--- config.mk ---
export PLATFORM = sky130hd
export DESIGN_NAME = act_timer
export DESIGN_NICKNAME = d
export VERILOG_FILES = /design/src/rtl/act_pkg.sv /design/src/rtl/act_timer.sv
export VERILOG_INCLUDE_DIRS = /design/src /design/src/rtl
export SDC_FILE = /design/constraint.sdc
export NUM_CORES = 1
export LEC_CHECK = 0
export BUFFER_PORTS_ARGS = -buffer_cell sky130_fd_sc_hd__buf_2
export CORE_AREA = 2 2 223 137
export CTS_CLUSTER_DIAMETER = 150
export DETAILED_ROUTE_END_ITERATION = 8
export DIE_AREA = 0 0 225 139
export PLACE_DENSITY = 0.52
export SYNTH_ARGS = -nofsm -noshare
export SYNTH_HDL_FRONTEND = slang
export SYNTH_SLANG_ARGS = --single-unit
--- constraint.sdc ---
create_clock -name ref_clk -period 4 [get_ports ref_clk]
set_clock_uncertainty 0.2 [all_clocks]
set_input_delay 1 -clock ref_clk [delete_from_list [all_inputs] [get_ports ref_clk]]
set_output_delay 1 -clock ref_clk [all_outputs]
set_load 0.005 [all_outputs]
--- src/rtl/act_params.svh ---
/*
 * Constants for the advanced-control timer: widths, channel counts and mode codes.
 * Assumes inclusion by bare name from the package and the timer module.
 */
`ifndef ACT_PARAMS_SVH
`define ACT_PARAMS_SVH

// ***********************************************************************
// Sizes
// ***********************************************************************
`define ACT_CNT_W 16
`define ACT_PSC_W 16
`define ACT_NCH 4
`define ACT_NCOMP 3
`define ACT_DT_W 8

// ***********************************************************************
// Counter direction modes
// ***********************************************************************
`define ACT_CNT_UP 2'h0
`define ACT_CNT_DOWN 2'h1
`define ACT_CNT_UPDN 2'h2

// ***********************************************************************
// Channel modes
// ***********************************************************************
`define ACT_CH_CAPTURE 2'h0
`define ACT_CH_COMPARE 2'h1
`define ACT_CH_PWM 2'h2
`define ACT_CH_ONEPULSE 2'h3

`endif

--- src/rtl/act_pkg.sv ---
/*
 * Types shared by the advanced-control timer.
 * Assumes the constants header sits in the include path.
 */
`include "act_params.svh"

package act_pkg;

   // Counter run state, one-hot.
   typedef enum logic [2:0]
   {
      ACT_ST_IDLE = 3'h1,
      ACT_ST_RUN = 3'h2,
      ACT_ST_HALT = 3'h4
   } act_run_t;

endpackage

--- src/rtl/act_timer.sv ---
/*
 * Advanced-control timer: prescaled 16-bit counter, four channels, dead-time pairs.
 * Assumes all control inputs are synchronous to ref_clk except capture inputs and
 * the debug halt, which are synchronised here.
 */
// Function
// - A 16-bit counter counts up, down, or alternately up and down.
// - The counter clock is the input clock divided by any factor from 1 to 65536.
// - DMA requests are raised and four channels exist, three with complementary outputs.
// - The timer serves as a three-phase PWM source over six outputs.
// - Complementary pairs get a programmable dead time between switching edges.
// - Each of the four channels independently does capture, compare, PWM or one-pulse.
// - PWM is edge- or centre-aligned with duty from fully off to fully on.
// - In debug halt the counter may stop and the PWM outputs may be forced off.
// - Trigger signals are exchanged with other timers for sync start and chaining.
`timescale 1ns/1ps
`include "act_params.svh"

module act_timer
#(
   parameter int CNT_W = `ACT_CNT_W,
   parameter int NCH = `ACT_NCH
)
(
   // Clock and reset.
   input wire logic ref_clk,
   input wire logic rstn,
   // Counter control.
   input wire logic enable,
   input wire logic [1:0] cnt_mode,
   input wire logic [`ACT_PSC_W-1:0] psc_div,
   input wire logic [CNT_W-1:0] period,
   input wire logic [`ACT_DT_W-1:0] dead_time,
   // Channel control.
   input wire logic [2*NCH-1:0] ch_mode,
   input wire logic [CNT_W*NCH-1:0] ch_compare,
   input wire logic [NCH-1:0] ch_capture_in,
   output logic [CNT_W*NCH-1:0] ch_captured,
   // Outputs.
   output logic [NCH-1:0] ch_out,
   output logic [`ACT_NCOMP-1:0] ch_out_n,
   output logic [NCH-1:0] dma_req,
   output logic [CNT_W-1:0] count,
   // Debug.
   input wire logic dbg_halt,
   input wire logic dbg_freeze_en,
   input wire logic dbg_outs_off_en,
   // Timer link.
   input wire logic link_trig_in,
   input wire logic link_start_sel,
   output logic link_trig_out
);

   // ***********************************************************************
   // Synchronisers and run state
   // ***********************************************************************
   logic [NCH:0] sync_a;
   logic [NCH:0] sync_b;
   logic [NCH-1:0] cap_prev;
   logic halt;
   act_pkg::act_run_t run_st;
   logic [`ACT_PSC_W-1:0] psc_cnt;
   logic tick;
   logic dir_down;
   logic ovf;
   logic [NCH-1:0] pulse_done;

   // Two-flop synchronisers for debug halt and capture pins.
   always_ff @(posedge ref_clk)
   begin
      if (!rstn)
      begin
         sync_a <= '0;
         sync_b <= '0;
      end
      else
      begin
         sync_a <= {dbg_halt, ch_capture_in};
         sync_b <= sync_a;
      end
   end

   assign halt = sync_b[NCH];

   // Run state: starts on enable, or on a link trigger when selected.
   always_ff @(posedge ref_clk)
   begin
      if (!rstn)
         run_st <= act_pkg::ACT_ST_IDLE;
      else
      begin
         case (run_st)
            act_pkg::ACT_ST_IDLE:
               if (enable && (!link_start_sel || link_trig_in))
                  run_st <= act_pkg::ACT_ST_RUN;
            act_pkg::ACT_ST_RUN:
               if (!enable)
                  run_st <= act_pkg::ACT_ST_IDLE;
               else if (halt && dbg_freeze_en)
                  run_st <= act_pkg::ACT_ST_HALT;
            act_pkg::ACT_ST_HALT:
               if (!enable)
                  run_st <= act_pkg::ACT_ST_IDLE;
               else if (!halt)
                  run_st <= act_pkg::ACT_ST_RUN;
            default:
               run_st <= act_pkg::ACT_ST_IDLE;
         endcase
      end
   end

   // ***********************************************************************
   // Prescaler and counter
   // ***********************************************************************
   // Prescaler: a tick every psc_div+1 clocks, giving factors 1 to 65536.
   always_ff @(posedge ref_clk)
   begin
      if (!rstn || run_st != act_pkg::ACT_ST_RUN)
         psc_cnt <= '0;
      else if (psc_cnt >= psc_div)
         psc_cnt <= '0;
      else
         psc_cnt <= psc_cnt + 1'b1;
   end

   assign tick = (run_st == act_pkg::ACT_ST_RUN) && (psc_cnt >= psc_div);

   // Counter with up, down and centre-aligned up/down modes.
   always_ff @(posedge ref_clk)
   begin
      if (!rstn || run_st == act_pkg::ACT_ST_IDLE)
      begin
         count <= '0;
         dir_down <= 1'b0;
         ovf <= 1'b0;
      end
      else
      begin
         ovf <= 1'b0;
         if (tick)
         begin
            case (cnt_mode)
               `ACT_CNT_DOWN:
                  if (count == '0)
                  begin
                     count <= period;
                     ovf <= 1'b1;
                  end
                  else
                     count <= count - 1'b1;
               `ACT_CNT_UPDN:
                  if (!dir_down && count >= period)
                  begin
                     dir_down <= 1'b1;
                     count <= count - 1'b1;
                     ovf <= 1'b1;
                  end
                  else if (dir_down && count == '0)
                  begin
                     dir_down <= 1'b0;
                     count <= count + 1'b1;
                     ovf <= 1'b1;
                  end
                  else if (dir_down)
                     count <= count - 1'b1;
                  else
                     count <= count + 1'b1;
               default:
                  if (count >= period)
                  begin
                     count <= '0;
                     ovf <= 1'b1;
                  end
                  else
                     count <= count + 1'b1;
            endcase
         end
      end
   end

   // Update event goes out on the timer link for chaining.
   always_ff @(posedge ref_clk)
   begin
      if (!rstn)
         link_trig_out <= 1'b0;
      else
         link_trig_out <= ovf;
   end

   // ***********************************************************************
   // Channels
   // ***********************************************************************
   logic [NCH-1:0] ref_lvl;

   // Each channel works on its own mode, compare value and capture input.
   always_ff @(posedge ref_clk)
   begin
      if (!rstn)
      begin
         ref_lvl <= '0;
         cap_prev <= '0;
         ch_captured <= '0;
         dma_req <= '0;
         pulse_done <= '0;
      end
      else
      begin
         cap_prev <= sync_b[NCH-1:0];
         for (int i = 0; i < NCH; i++)
         begin
            dma_req[i] <= 1'b0;
            case (ch_mode[2*i +: 2])
               `ACT_CH_CAPTURE:
                  if (sync_b[i] && !cap_prev[i])
                  begin
                     ch_captured[CNT_W*i +: CNT_W] <= count;
                     dma_req[i] <= 1'b1;
                  end
               `ACT_CH_COMPARE:
                  if (tick && count == ch_compare[CNT_W*i +: CNT_W])
                  begin
                     ref_lvl[i] <= !ref_lvl[i];
                     dma_req[i] <= 1'b1;
                  end
               `ACT_CH_PWM:
                  // Compare 0 gives fully off, above period gives fully on.
                  ref_lvl[i] <= (count < ch_compare[CNT_W*i +: CNT_W]);
               default:
               begin
                  // One pulse: active below compare until the first overflow.
                  if (run_st == act_pkg::ACT_ST_IDLE)
                     pulse_done[i] <= 1'b0;
                  else if (ovf)
                     pulse_done[i] <= 1'b1;
                  ref_lvl[i] <= !pulse_done[i] && !ovf
                     && (count < ch_compare[CNT_W*i +: CNT_W]);
               end
            endcase
         end
      end
   end

   // ***********************************************************************
   // Dead-time insertion and output gating
   // ***********************************************************************
   logic [`ACT_NCOMP-1:0] ref_prev;
   logic [`ACT_DT_W*`ACT_NCOMP-1:0] dt_cnt;
   logic outs_off;

   assign outs_off = (run_st == act_pkg::ACT_ST_IDLE) || (halt && dbg_outs_off_en);

   // Pairs 0..2 form the three phases; both sides idle while dead time counts.
   always_ff @(posedge ref_clk)
   begin
      if (!rstn)
      begin
         ref_prev <= '0;
         dt_cnt <= '0;
         ch_out <= '0;
         ch_out_n <= '0;
      end
      else
      begin
         ref_prev <= ref_lvl[`ACT_NCOMP-1:0];
         for (int p = 0; p < `ACT_NCOMP; p++)
         begin
            if (ref_lvl[p] != ref_prev[p])
               dt_cnt[`ACT_DT_W*p +: `ACT_DT_W] <= dead_time;
            else if (dt_cnt[`ACT_DT_W*p +: `ACT_DT_W] != '0)
               dt_cnt[`ACT_DT_W*p +: `ACT_DT_W] <= dt_cnt[`ACT_DT_W*p +: `ACT_DT_W] - 1'b1;
            if (outs_off || ref_lvl[p] != ref_prev[p]
                || dt_cnt[`ACT_DT_W*p +: `ACT_DT_W] > `ACT_DT_W'(1))
            begin
               ch_out[p] <= 1'b0;
               ch_out_n[p] <= 1'b0;
            end
            else
            begin
               ch_out[p] <= ref_lvl[p];
               ch_out_n[p] <= !ref_lvl[p];
            end
         end
         ch_out[NCH-1] <= !outs_off && ref_lvl[NCH-1];
      end
   end

endmodule // act_timer
==> impl_metrics.toml, run 1 <==
[clock_tree]
cts_tree = "done"
postCtsHoldBufs = 0
root_buffer = "clkbuf_16"
cts_buffer_depth = 2
clk_pin_slew_ns = 0.07
cts_resized = 0
clkLatencyLatePin_ns = 0.44
h-tree-depth = 4
post_cts_buffers = 0
numCtsBuffers = 17
cts_sinks = 162

[drt]
antenna_left = 0
dr.pass1.iters = 5
finalWirelength_mm = 34.0
drc_errors = 0
vias_per_cell = 5.15
wl_per_cell_um = 17.6
vias = 9943
drt_iter0_markers = 654

[grt]
grt_antenna_before_repair = 4
grt_overflow = 0
grt_pass1_vias = 9290
grt_pass1_wl_mm = 52.8
grt.total_usage = 0.217
grt_max_degree = 73

[run]
drv_cap = 0

[layout]
syn_to_final_growth_pct = 21.7
drive_gt1_frac = 0.199
nets = 1780

[timing]
setup_viol = 0
max_freq_mhz = 277
tightest_slew_ns = 0.966
finalHoldViolCount = 0
slew_headroom = 0.351
rsz0062_at_grt = "no"
fin_setup_tns_ns = 0
setup_ws_ns = 0.395
min_period_ns = 3.60
maxSlewViolCount = 0
post-route-period-util = 0.901

[power]
p_per_area_nw_per_um2 = 355
p_total_mw = 4.37
peakVddDrop_mv = 0.195
power_leakage_nw = 5.86

[synthesis]
synth.avg_cell_area_um2 = 7.69
yosysTopAreaCellShare = 0.321
yosysUniqueCellTypes = 62
seq_area_frac_synth = 0.321
async_flop_share = 0
ys_ff_latch = 162
yosysMostFrequentCell = "nand2_1"
synth_ff_type = "dfxtp_1"
synthTopCellsByArea = "dfxtp_1 (32%), ha_1 (15%), nand2_1 (7.7%), a21oi_1 (6.5%), inv_1 (4.6%)"
synth_edf_count = 0
postSynthCellCount = 1314
synth_common_cells = "nand2_1 (207), dfxtp_1 (162), a21oi_1 (131)"
netlist_area_um2 = 10100
ys_warn_count = 0
synth_top_area_cell = "dfxtp_1"
synth.net_count = 1563

[setup_path]
start_kind = "input port"
end_kind = "flop"
required_ns = 4.13
reg2regPathDepth = 8
ff2ff_setup_slack_ns = 0.45
critical_path_class = "input port to flop"
worst_r2r_endpoint = "count[9]"
cp-endpoint = "count[9]"
crit_fanout = 10
timing.rr.start = "count[12]"
arrival_ns = 3.74
worstSetupStartpoint = "period[14]"

[run_status]
status = "finished, final reports clean"

[placement]
dp_hpwl_mm = 26.1
dpl_worst_slack_ns = 0.0439
gp_congestion = 0.903
io_buffers = 217

[floorplanning]
die_h_um = 139
die_w_um = 225
dieArea_um2 = 31300
ios = 218
coreArea_um2 = 29400
row_count = 49
start_util = 0.344

[worst_hold_path]
hp-start = "sync_a[4]"
hp-class = "flop to flop"
[metal layers]
layer  part of all wire  GRT usage  vias up  wire (um)
li1                   -          -     4976          -
met1               0.50      0.319     4623      16900
met2               0.43      0.323      316      14600
met3              0.066     0.0498       26       2240
met4             0.0094     0.0422        2        318
met5            0.00021          0        -          7
[flip-flops by register name (all words and copies together), names as in the netlist]
name           cells
ch_captured       64
dt_cnt            24
count             16
psc_cnt           16
sync_a             5
sync_b             5
cap_prev           4
ch_out             4
dma_req            4
pulse_done         4
ref_lvl            4
ch_out_n           3
ref_prev           3
run_st             3
dir_down           1
link_trig_out      1
ovf                1
[layout make-up]
type	instances	area [um^2]
Tap cell	382	478
Inverter	125	469
Multi-Input combinational cell	969	6160
Clock inverter	14	128
Timing Repair Buffer	256	1380
Fill cell	3086	17100
Sequential cell	162	3240
Clock buffer	18	439
Antenna cell	4	10.0
[worst min path at each step]
stage | cells past startpoint | end
final | 1 | sync_b[4]
after global routing | 1 | sync_b[4]
after CTS | 1 | sync_b[4]
after detailed placement | 1 | sync_b[4]
after global placement | 1 | sync_b[4]
after floorplan | 1 | sync_b[0]
[layout by cell type (no fill, tap or decap), types with 34 or more instances in the layout]
cell type  count
nor3_1        36
nand2_1      207
ha_1         123
buf_4         39
nor2_1        94
nand3_1       34
dfxtp_1      162
a21oi_1      131
inv_1        124
buf_2        217
o21ai_0       57
[critical path, cell delays in order]
cell       delay [ns]
buf_2            0.09
inv_1            0.04
ha_1             0.30
nand3_1          0.09
or3_1            0.43
o211ai_1         0.55
o221a_1          0.64
o2111ai_2        0.16
a211o_1          0.32
o211a_1          0.12
[through the flow]
stage	util	hold slack, ns	std cells	cell area (um^2)
2_1_floorplan	-	0.212	1314	10100
3_3_place_gp	0.399	0.214	1894	11700
3_5_place_dp	0.399	0.220	1894	11700
4_1_cts	0.419	0.240	1926	12300
5_1_grt	0.419	0.255	1927	12300
6_report	0.419	0.234	1930	12300
[power by group]
part	internal, mW	switching [mW]	leakage [nW]
registers	1.72	0.107	1.31
logic	0.391	0.546	4.28
clock network	0.879	0.725	0.270
total	2.99	1.38	5.86
[kinds of logic (layout without fill, tap and decap cells)]
logic type | after synthesis | after routing | synth area share
flops | 162 | 162 | 0.321
simple gates | 488 | 488 | 0.224
compound gates | 303 | 303 | 0.183
buf+inv | 183 | 413 | 0.0700
other cells | 0 | 4 | 0
fa+ha+maj | 123 | 123 | 0.152
xor+xnor | 44 | 44 | 0.0381
mux | 11 | 11 | 0.0110
(Power assumes the default switching activity.)
==> run 2, diff against run 1 <==
--- a/config.mk
+++ b/config.mk
@@ -6,12 +6,13 @@
 export SDC_FILE = /design/constraint.sdc
 export NUM_CORES = 1
 export LEC_CHECK = 0
+export ABC_CLOCK_PERIOD_IN_PS = 4000
 export BUFFER_PORTS_ARGS = -buffer_cell sky130_fd_sc_hd__buf_2
-export CORE_AREA = 2 2 223 137
+export CORE_AREA = 2 2 162 164
 export CTS_CLUSTER_DIAMETER = 150
 export DETAILED_ROUTE_END_ITERATION = 8
-export DIE_AREA = 0 0 225 139
-export PLACE_DENSITY = 0.52
+export DIE_AREA = 0 0 164 166
+export PLACE_DENSITY = 0.58
 export SYNTH_ARGS = -nofsm -noshare
 export SYNTH_HDL_FRONTEND = slang
 export SYNTH_SLANG_ARGS = --single-unit
==> run 2 against run 1 <==
Compared with the run above: die area shrank 13%; hold slack worse by 0.0029 ns; sequential cell count unchanged; sequential power about the same; sequential share of layout area increased by 0.20 points; largest cell class unchanged.
==> impl_metrics.toml, run 2 (synthesis gave the netlist of run 1 again) <==
[run_status]
status = "finished, final reports clean"

[grt]
grt_pass1_wl_mm = 50.5
grt_overflow = 0
grt_max_degree = 99
grt_pass1_vias = 9399
grt_antenna_before_repair = 1
grt.total_usage = 0.235

[clock_tree]
cts_tree = "done"
numCtsBuffers = 17
clkLatencyLatePin_ns = 0.43
postCtsHoldBufs = 0
clk_pin_slew_ns = 0.07
h-tree-depth = 4
cts_resized = 0
post_cts_buffers = 0
root_buffer = "clkbuf_16"
cts_sinks = 162
cts_buffer_depth = 2

[run]
drv_cap = 0

[timing]
setup_viol = 0
max_freq_mhz = 290
post-route-period-util = 0.862
tightest_slew_ns = 1.06
timing.hold.ws_ns = 0.231
finalHoldViolCount = 0
maxSlewViolCount = 0
rsz0062_at_grt = "no"
slew_headroom = 0.290
min_period_ns = 3.45
fin_setup_tns_ns = 0

[setup_path]
cp_slowest_stage_delay_ns = 0.67
critPathBufInv = 0
crit_fanout = 14
path_cells = "or4_4 > or2_0 > nor3_4 > a21oi_1 > a22oi_2 > o22ai_1 > a221oi_1 > o22ai_1"
critical_path_class = "flop to flop"
cp_slowest_cell = "or4_4"
crit_path_frequent_cell = "o22ai_1"
start_kind = "flop"
crit_family = "simple AND/OR/NAND/NOR gates"
end_kind = "flop"
arrival_ns = 3.56
required_ns = 4.12
ff2ff_setup_slack_ns = 0.55

[worst_hold_path]
hp-class = "flop to flop"

[drt]
vias_per_cell = 5.27
wl_per_cell_um = 17.2
drc_errors = 0
dr.pass1.iters = 5
antenna_left = 0
drt_iter0_markers = 585
vias = 9850
finalWirelength_mm = 32.2

[layout]
syn_to_final_growth_pct = 20.8
insertedDiodeCount = 0
nets = 1772
largest_register_ffs = 64
final_cell_mix = "buf_2 (217), nand2_1 (207), dfxtp_1 (162), a21oi_1 (131), inv_1 (124)"
nFillCells = 2578
top_regs = "ch_captured: 64 flops, dt_cnt: 24 flops"
final_common_cell = "buf_2"
regMostFlops = "ch_captured"
drive_gt1_frac = 0.194

[placement]
io_buffers = 217
dp_hpwl_mm = 24.3
gp_congestion = 0.902

[floorplanning]
die_w_um = 164
die_h_um = 166
ios = 218
row_count = 59
coreArea_um2 = 25600
start_util = 0.395
dieArea_um2 = 27200

[power]
power_leakage_nw = 5.84
peakVddDrop_mv = 0.289
p_per_area_nw_per_um2 = 363
[run 2: cell types whose count changed in the layout (fill, tap and decap cells not counted), moves of 2 or more]
cell        delta
clkinvlp_4     -2
clkinv_2       -2
buf_4          -8
diode_2        -4
bufinv_16      +2
[run 2: cell type report]
type,count,area (um^2),share of cell area
multi-input cells,969,6160,0.504
flip-flops and latches,162,3240,0.266
repair buffers,248,1320,0.108
inverters,125,469,0.0384
clock buffers,18,429,0.0351
well taps,335,419,0.0343
clock inverters,13,174,0.0142
[run 2: through the flow]
step                utilization  power, mW  cells  instance area, um^2  worst slack (ns)
floorplan                     -       2.51   1314                10100             0.542
detailed placement        0.453       2.75   1839                11600             0.222
CTS                       0.477       4.46   1870                12200             0.610
global placement          0.453       2.75   1839                11600             0.309
finish                    0.477       4.43   1870                12200             0.553
global route              0.477       4.69   1870                12200             0.416
[run 2: worst paths after layout]
check | start | end | depth (start not counted)
max | count[10] | count[7] | 8
min | sync_a[1] | sync_b[1] | 1
max reg2reg | count[10] | count[7] | 8
min reg2reg | sync_a[1] | sync_b[1] | 1
[run 2: power by group]
| group | internal [mW] | switching, mW |
|---|---|---|
| combinational | 0.386 | 0.525 |
| clock | 0.992 | 0.711 |
| sequential | 1.72 | 0.0998 |
| total | 3.10 | 1.34 |
[run 2: per-layer routing]
layer | wire, um | GRT usage | vias up
met1 | 14200 | 0.306 | 4536
li1 | - | - | 4948
met2 | 15200 | 0.397 | 313
met3 | 2030 | 0.0422 | 51
met5 | 13 | 0 | -
met4 | 726 | 0.0679 | 2
[run 2: worst register-to-register path, stage by stage, from the launching register on]
cell      delay [ns]
dfxtp_1         0.54
or4_4           0.68
or2_0           0.33
nor3_4          0.54
a21oi_1         0.23
a22oi_2         0.29
o22ai_1         0.12
a221oi_1        0.30
o22ai_1         0.11
==> run 3, diff against run 2 <==
--- a/config.mk
+++ b/config.mk
@@ -8,10 +8,10 @@
 export LEC_CHECK = 0
 export ABC_CLOCK_PERIOD_IN_PS = 4000
 export BUFFER_PORTS_ARGS = -buffer_cell sky130_fd_sc_hd__buf_2
-export CORE_AREA = 2 2 162 164
+export CORE_AREA = 2 2 124 216
 export CTS_CLUSTER_DIAMETER = 150
 export DETAILED_ROUTE_END_ITERATION = 8
-export DIE_AREA = 0 0 164 166
+export DIE_AREA = 0 0 126 218
 export PLACE_DENSITY = 0.58
 export SYNTH_ARGS = -nofsm -noshare
 export SYNTH_HDL_FRONTEND = slang
==> run 3 against run 2 <==
Compared with the run above: worst setup slack gained 0.16 ns; count of clock-buffer cells in the layout rose by 1; non-clock buffer count up 9; via count increased by 1.9%; final cell count decreased by 0.21%; total power decreased by 2.7%; fmax rose by 4.7%; clock power shrank 8%.
==> impl_metrics.toml, run 3 (synthesis gave the netlist of run 1 again) <==
[setup_path]
cp_slowest_cell = "dfxtp_1"
path_cells = "ha_1 > a21oi_1 > o21ai_0 > a221oi_1 > o211ai_1 > o221a_1 > buf_4 > nor4_4 > o21ai_1 > a21oi_2"
end_kind = "flop"
cp_slowest_stage_delay_ns = 0.70
critPathBufInv = 1
required_ns = 4.17
crit_family = "compound AO/OA/AOI/OAI gates"
crit_fanout = 7
critical_path_class = "flop to flop"
arrival_ns = 3.46
start_kind = "flop"

[clock_tree]
root_buffer = "clkbuf_16"
postCtsHoldBufs = 0
h-tree-depth = 4
cts_resized = 0
clk_pin_slew_ns = 0.07
numCtsBuffers = 17
cts_tree = "done"
clkLatencyLatePin_ns = 0.44
cts_sinks = 162
post_cts_buffers = 0
cts_buffer_depth = 2

[drt]
vias = 10000
drc_errors = 0
route.layer.met1.wl_mm = 13.1
top_layer_used = "met4"
wl_per_cell_um = 18.2
drt_iter0_markers = 732
wl_met2_mm = 17.6
met3_length_mm = 1.61
vias_per_cell = 5.38
antenna_left = 0
finalWirelength_mm = 34.0
dr.pass1.iters = 5

[timing]
slew_headroom = 0.284
min_period_ns = 3.29
setup_viol = 0
rsz0062_at_grt = "no"
maxSlewViolCount = 0
post-route-period-util = 0.823
max_freq_mhz = 304
tightest_slew_ns = 1.07
finalHoldViolCount = 0
fin_setup_tns_ns = 0

[layout]
syn_to_final_growth_pct = 20.8
final_common_cell = "buf_2"
final_cell_mix = "buf_2 (217), nand2_1 (207), dfxtp_1 (162), a21oi_1 (131), inv_1 (124)"
drive_gt1_frac = 0.198
nets = 1781
largest_register_ffs = 64
top_regs = "ch_captured: 64 flops, dt_cnt: 24 flops"
regMostFlops = "ch_captured"
final_cells = 1866
nFillCells = 2691

[grt]
grt_pass1_wl_mm = 52.7
grt.total_usage = 0.247
grt_pass1_vias = 9935
grt_max_degree = 99
grt_overflow = 0
grt_antenna_before_repair = 2

[placement]
dp_hpwl_mm = 26.3
dp.cells = 1833
gp_congestion = 0.939
io_buffers = 217

[power]
peakVddDrop_mv = 0.303
power_leakage_nw = 5.86
p_per_area_nw_per_um2 = 353

[floorplanning]
coreArea_um2 = 25800
die_w_um = 126
die_h_um = 218
dieArea_um2 = 27500
row_count = 78
start_util = 0.392
ios = 218

[run_status]
status = "finished, final reports clean"

[run]
drv_cap = 0

[worst_hold_path]
hp-class = "flop to flop"
## run 3: cell types whose count changed in the layout (fill, tap and decap cells not counted), sizes merged
| cell | change |
|---|---|
| inv | -4 |
| clkinvlp | +1 |
| clkbuf | +1 |
| clkinv | +4 |
| buf | +9 |
| diode | +2 |
| bufinv | -2 |
## run 3: cell type report
class	count	area (um^2)	area share
clock buffer	19	433	0.0355
tap	320	400	0.0328
multi-input combinational	969	6160	0.505
sequential	162	3240	0.266
clock inverter	12	111	0.00912
antenna	2	5.00	0.000410
inverter	125	470	0.0385
timing repair buffer	257	1390	0.114
## run 3: final timing paths
path	slack, ns	cells after the start	to	from
setup / recovery	0.71	10	count[6]	count[9]
hold / removal	0.23	1	sync_b[4]	sync_a[4]
setup reg to reg	0.71	10	count[6]	count[9]
hold reg to reg	0.23	1	sync_b[4]	sync_a[4]
## run 3: layer usage
| metal | GRT usage | vias up |
|---|---|---|
| met5 | 0 | - |
| met4 | 0.132 | 0 |
| met3 | 0.0412 | 85 |
| met2 | 0.445 | 317 |
| met1 | 0.275 | 4668 |
| li1 | - | 4966 |
## run 3: power by group
group          leakage [nW]  internal (mW)  total (mW)  switching (mW)
Combinational          4.29          0.391       0.933           0.542
Sequential             1.31           1.72        1.82           0.103
Clock                 0.260          0.855        1.56           0.702
Total                  5.86           2.97        4.31            1.35
## run 3: stage by stage
stage	total power [mW]	hold WS (ns)	setup slack (ns)	area, um^2	utilization
2_1_floorplan	2.51	0.212	0.542	10100	-
3_3_place_gp	2.77	0.215	0.339	11700	0.453
3_5_place_dp	2.79	0.222	0.290	11700	0.453
4_1_cts	4.35	0.236	0.737	12200	0.474
5_1_grt	4.55	0.239	0.478	12200	0.474
6_report	4.31	0.232	0.708	12200	0.474
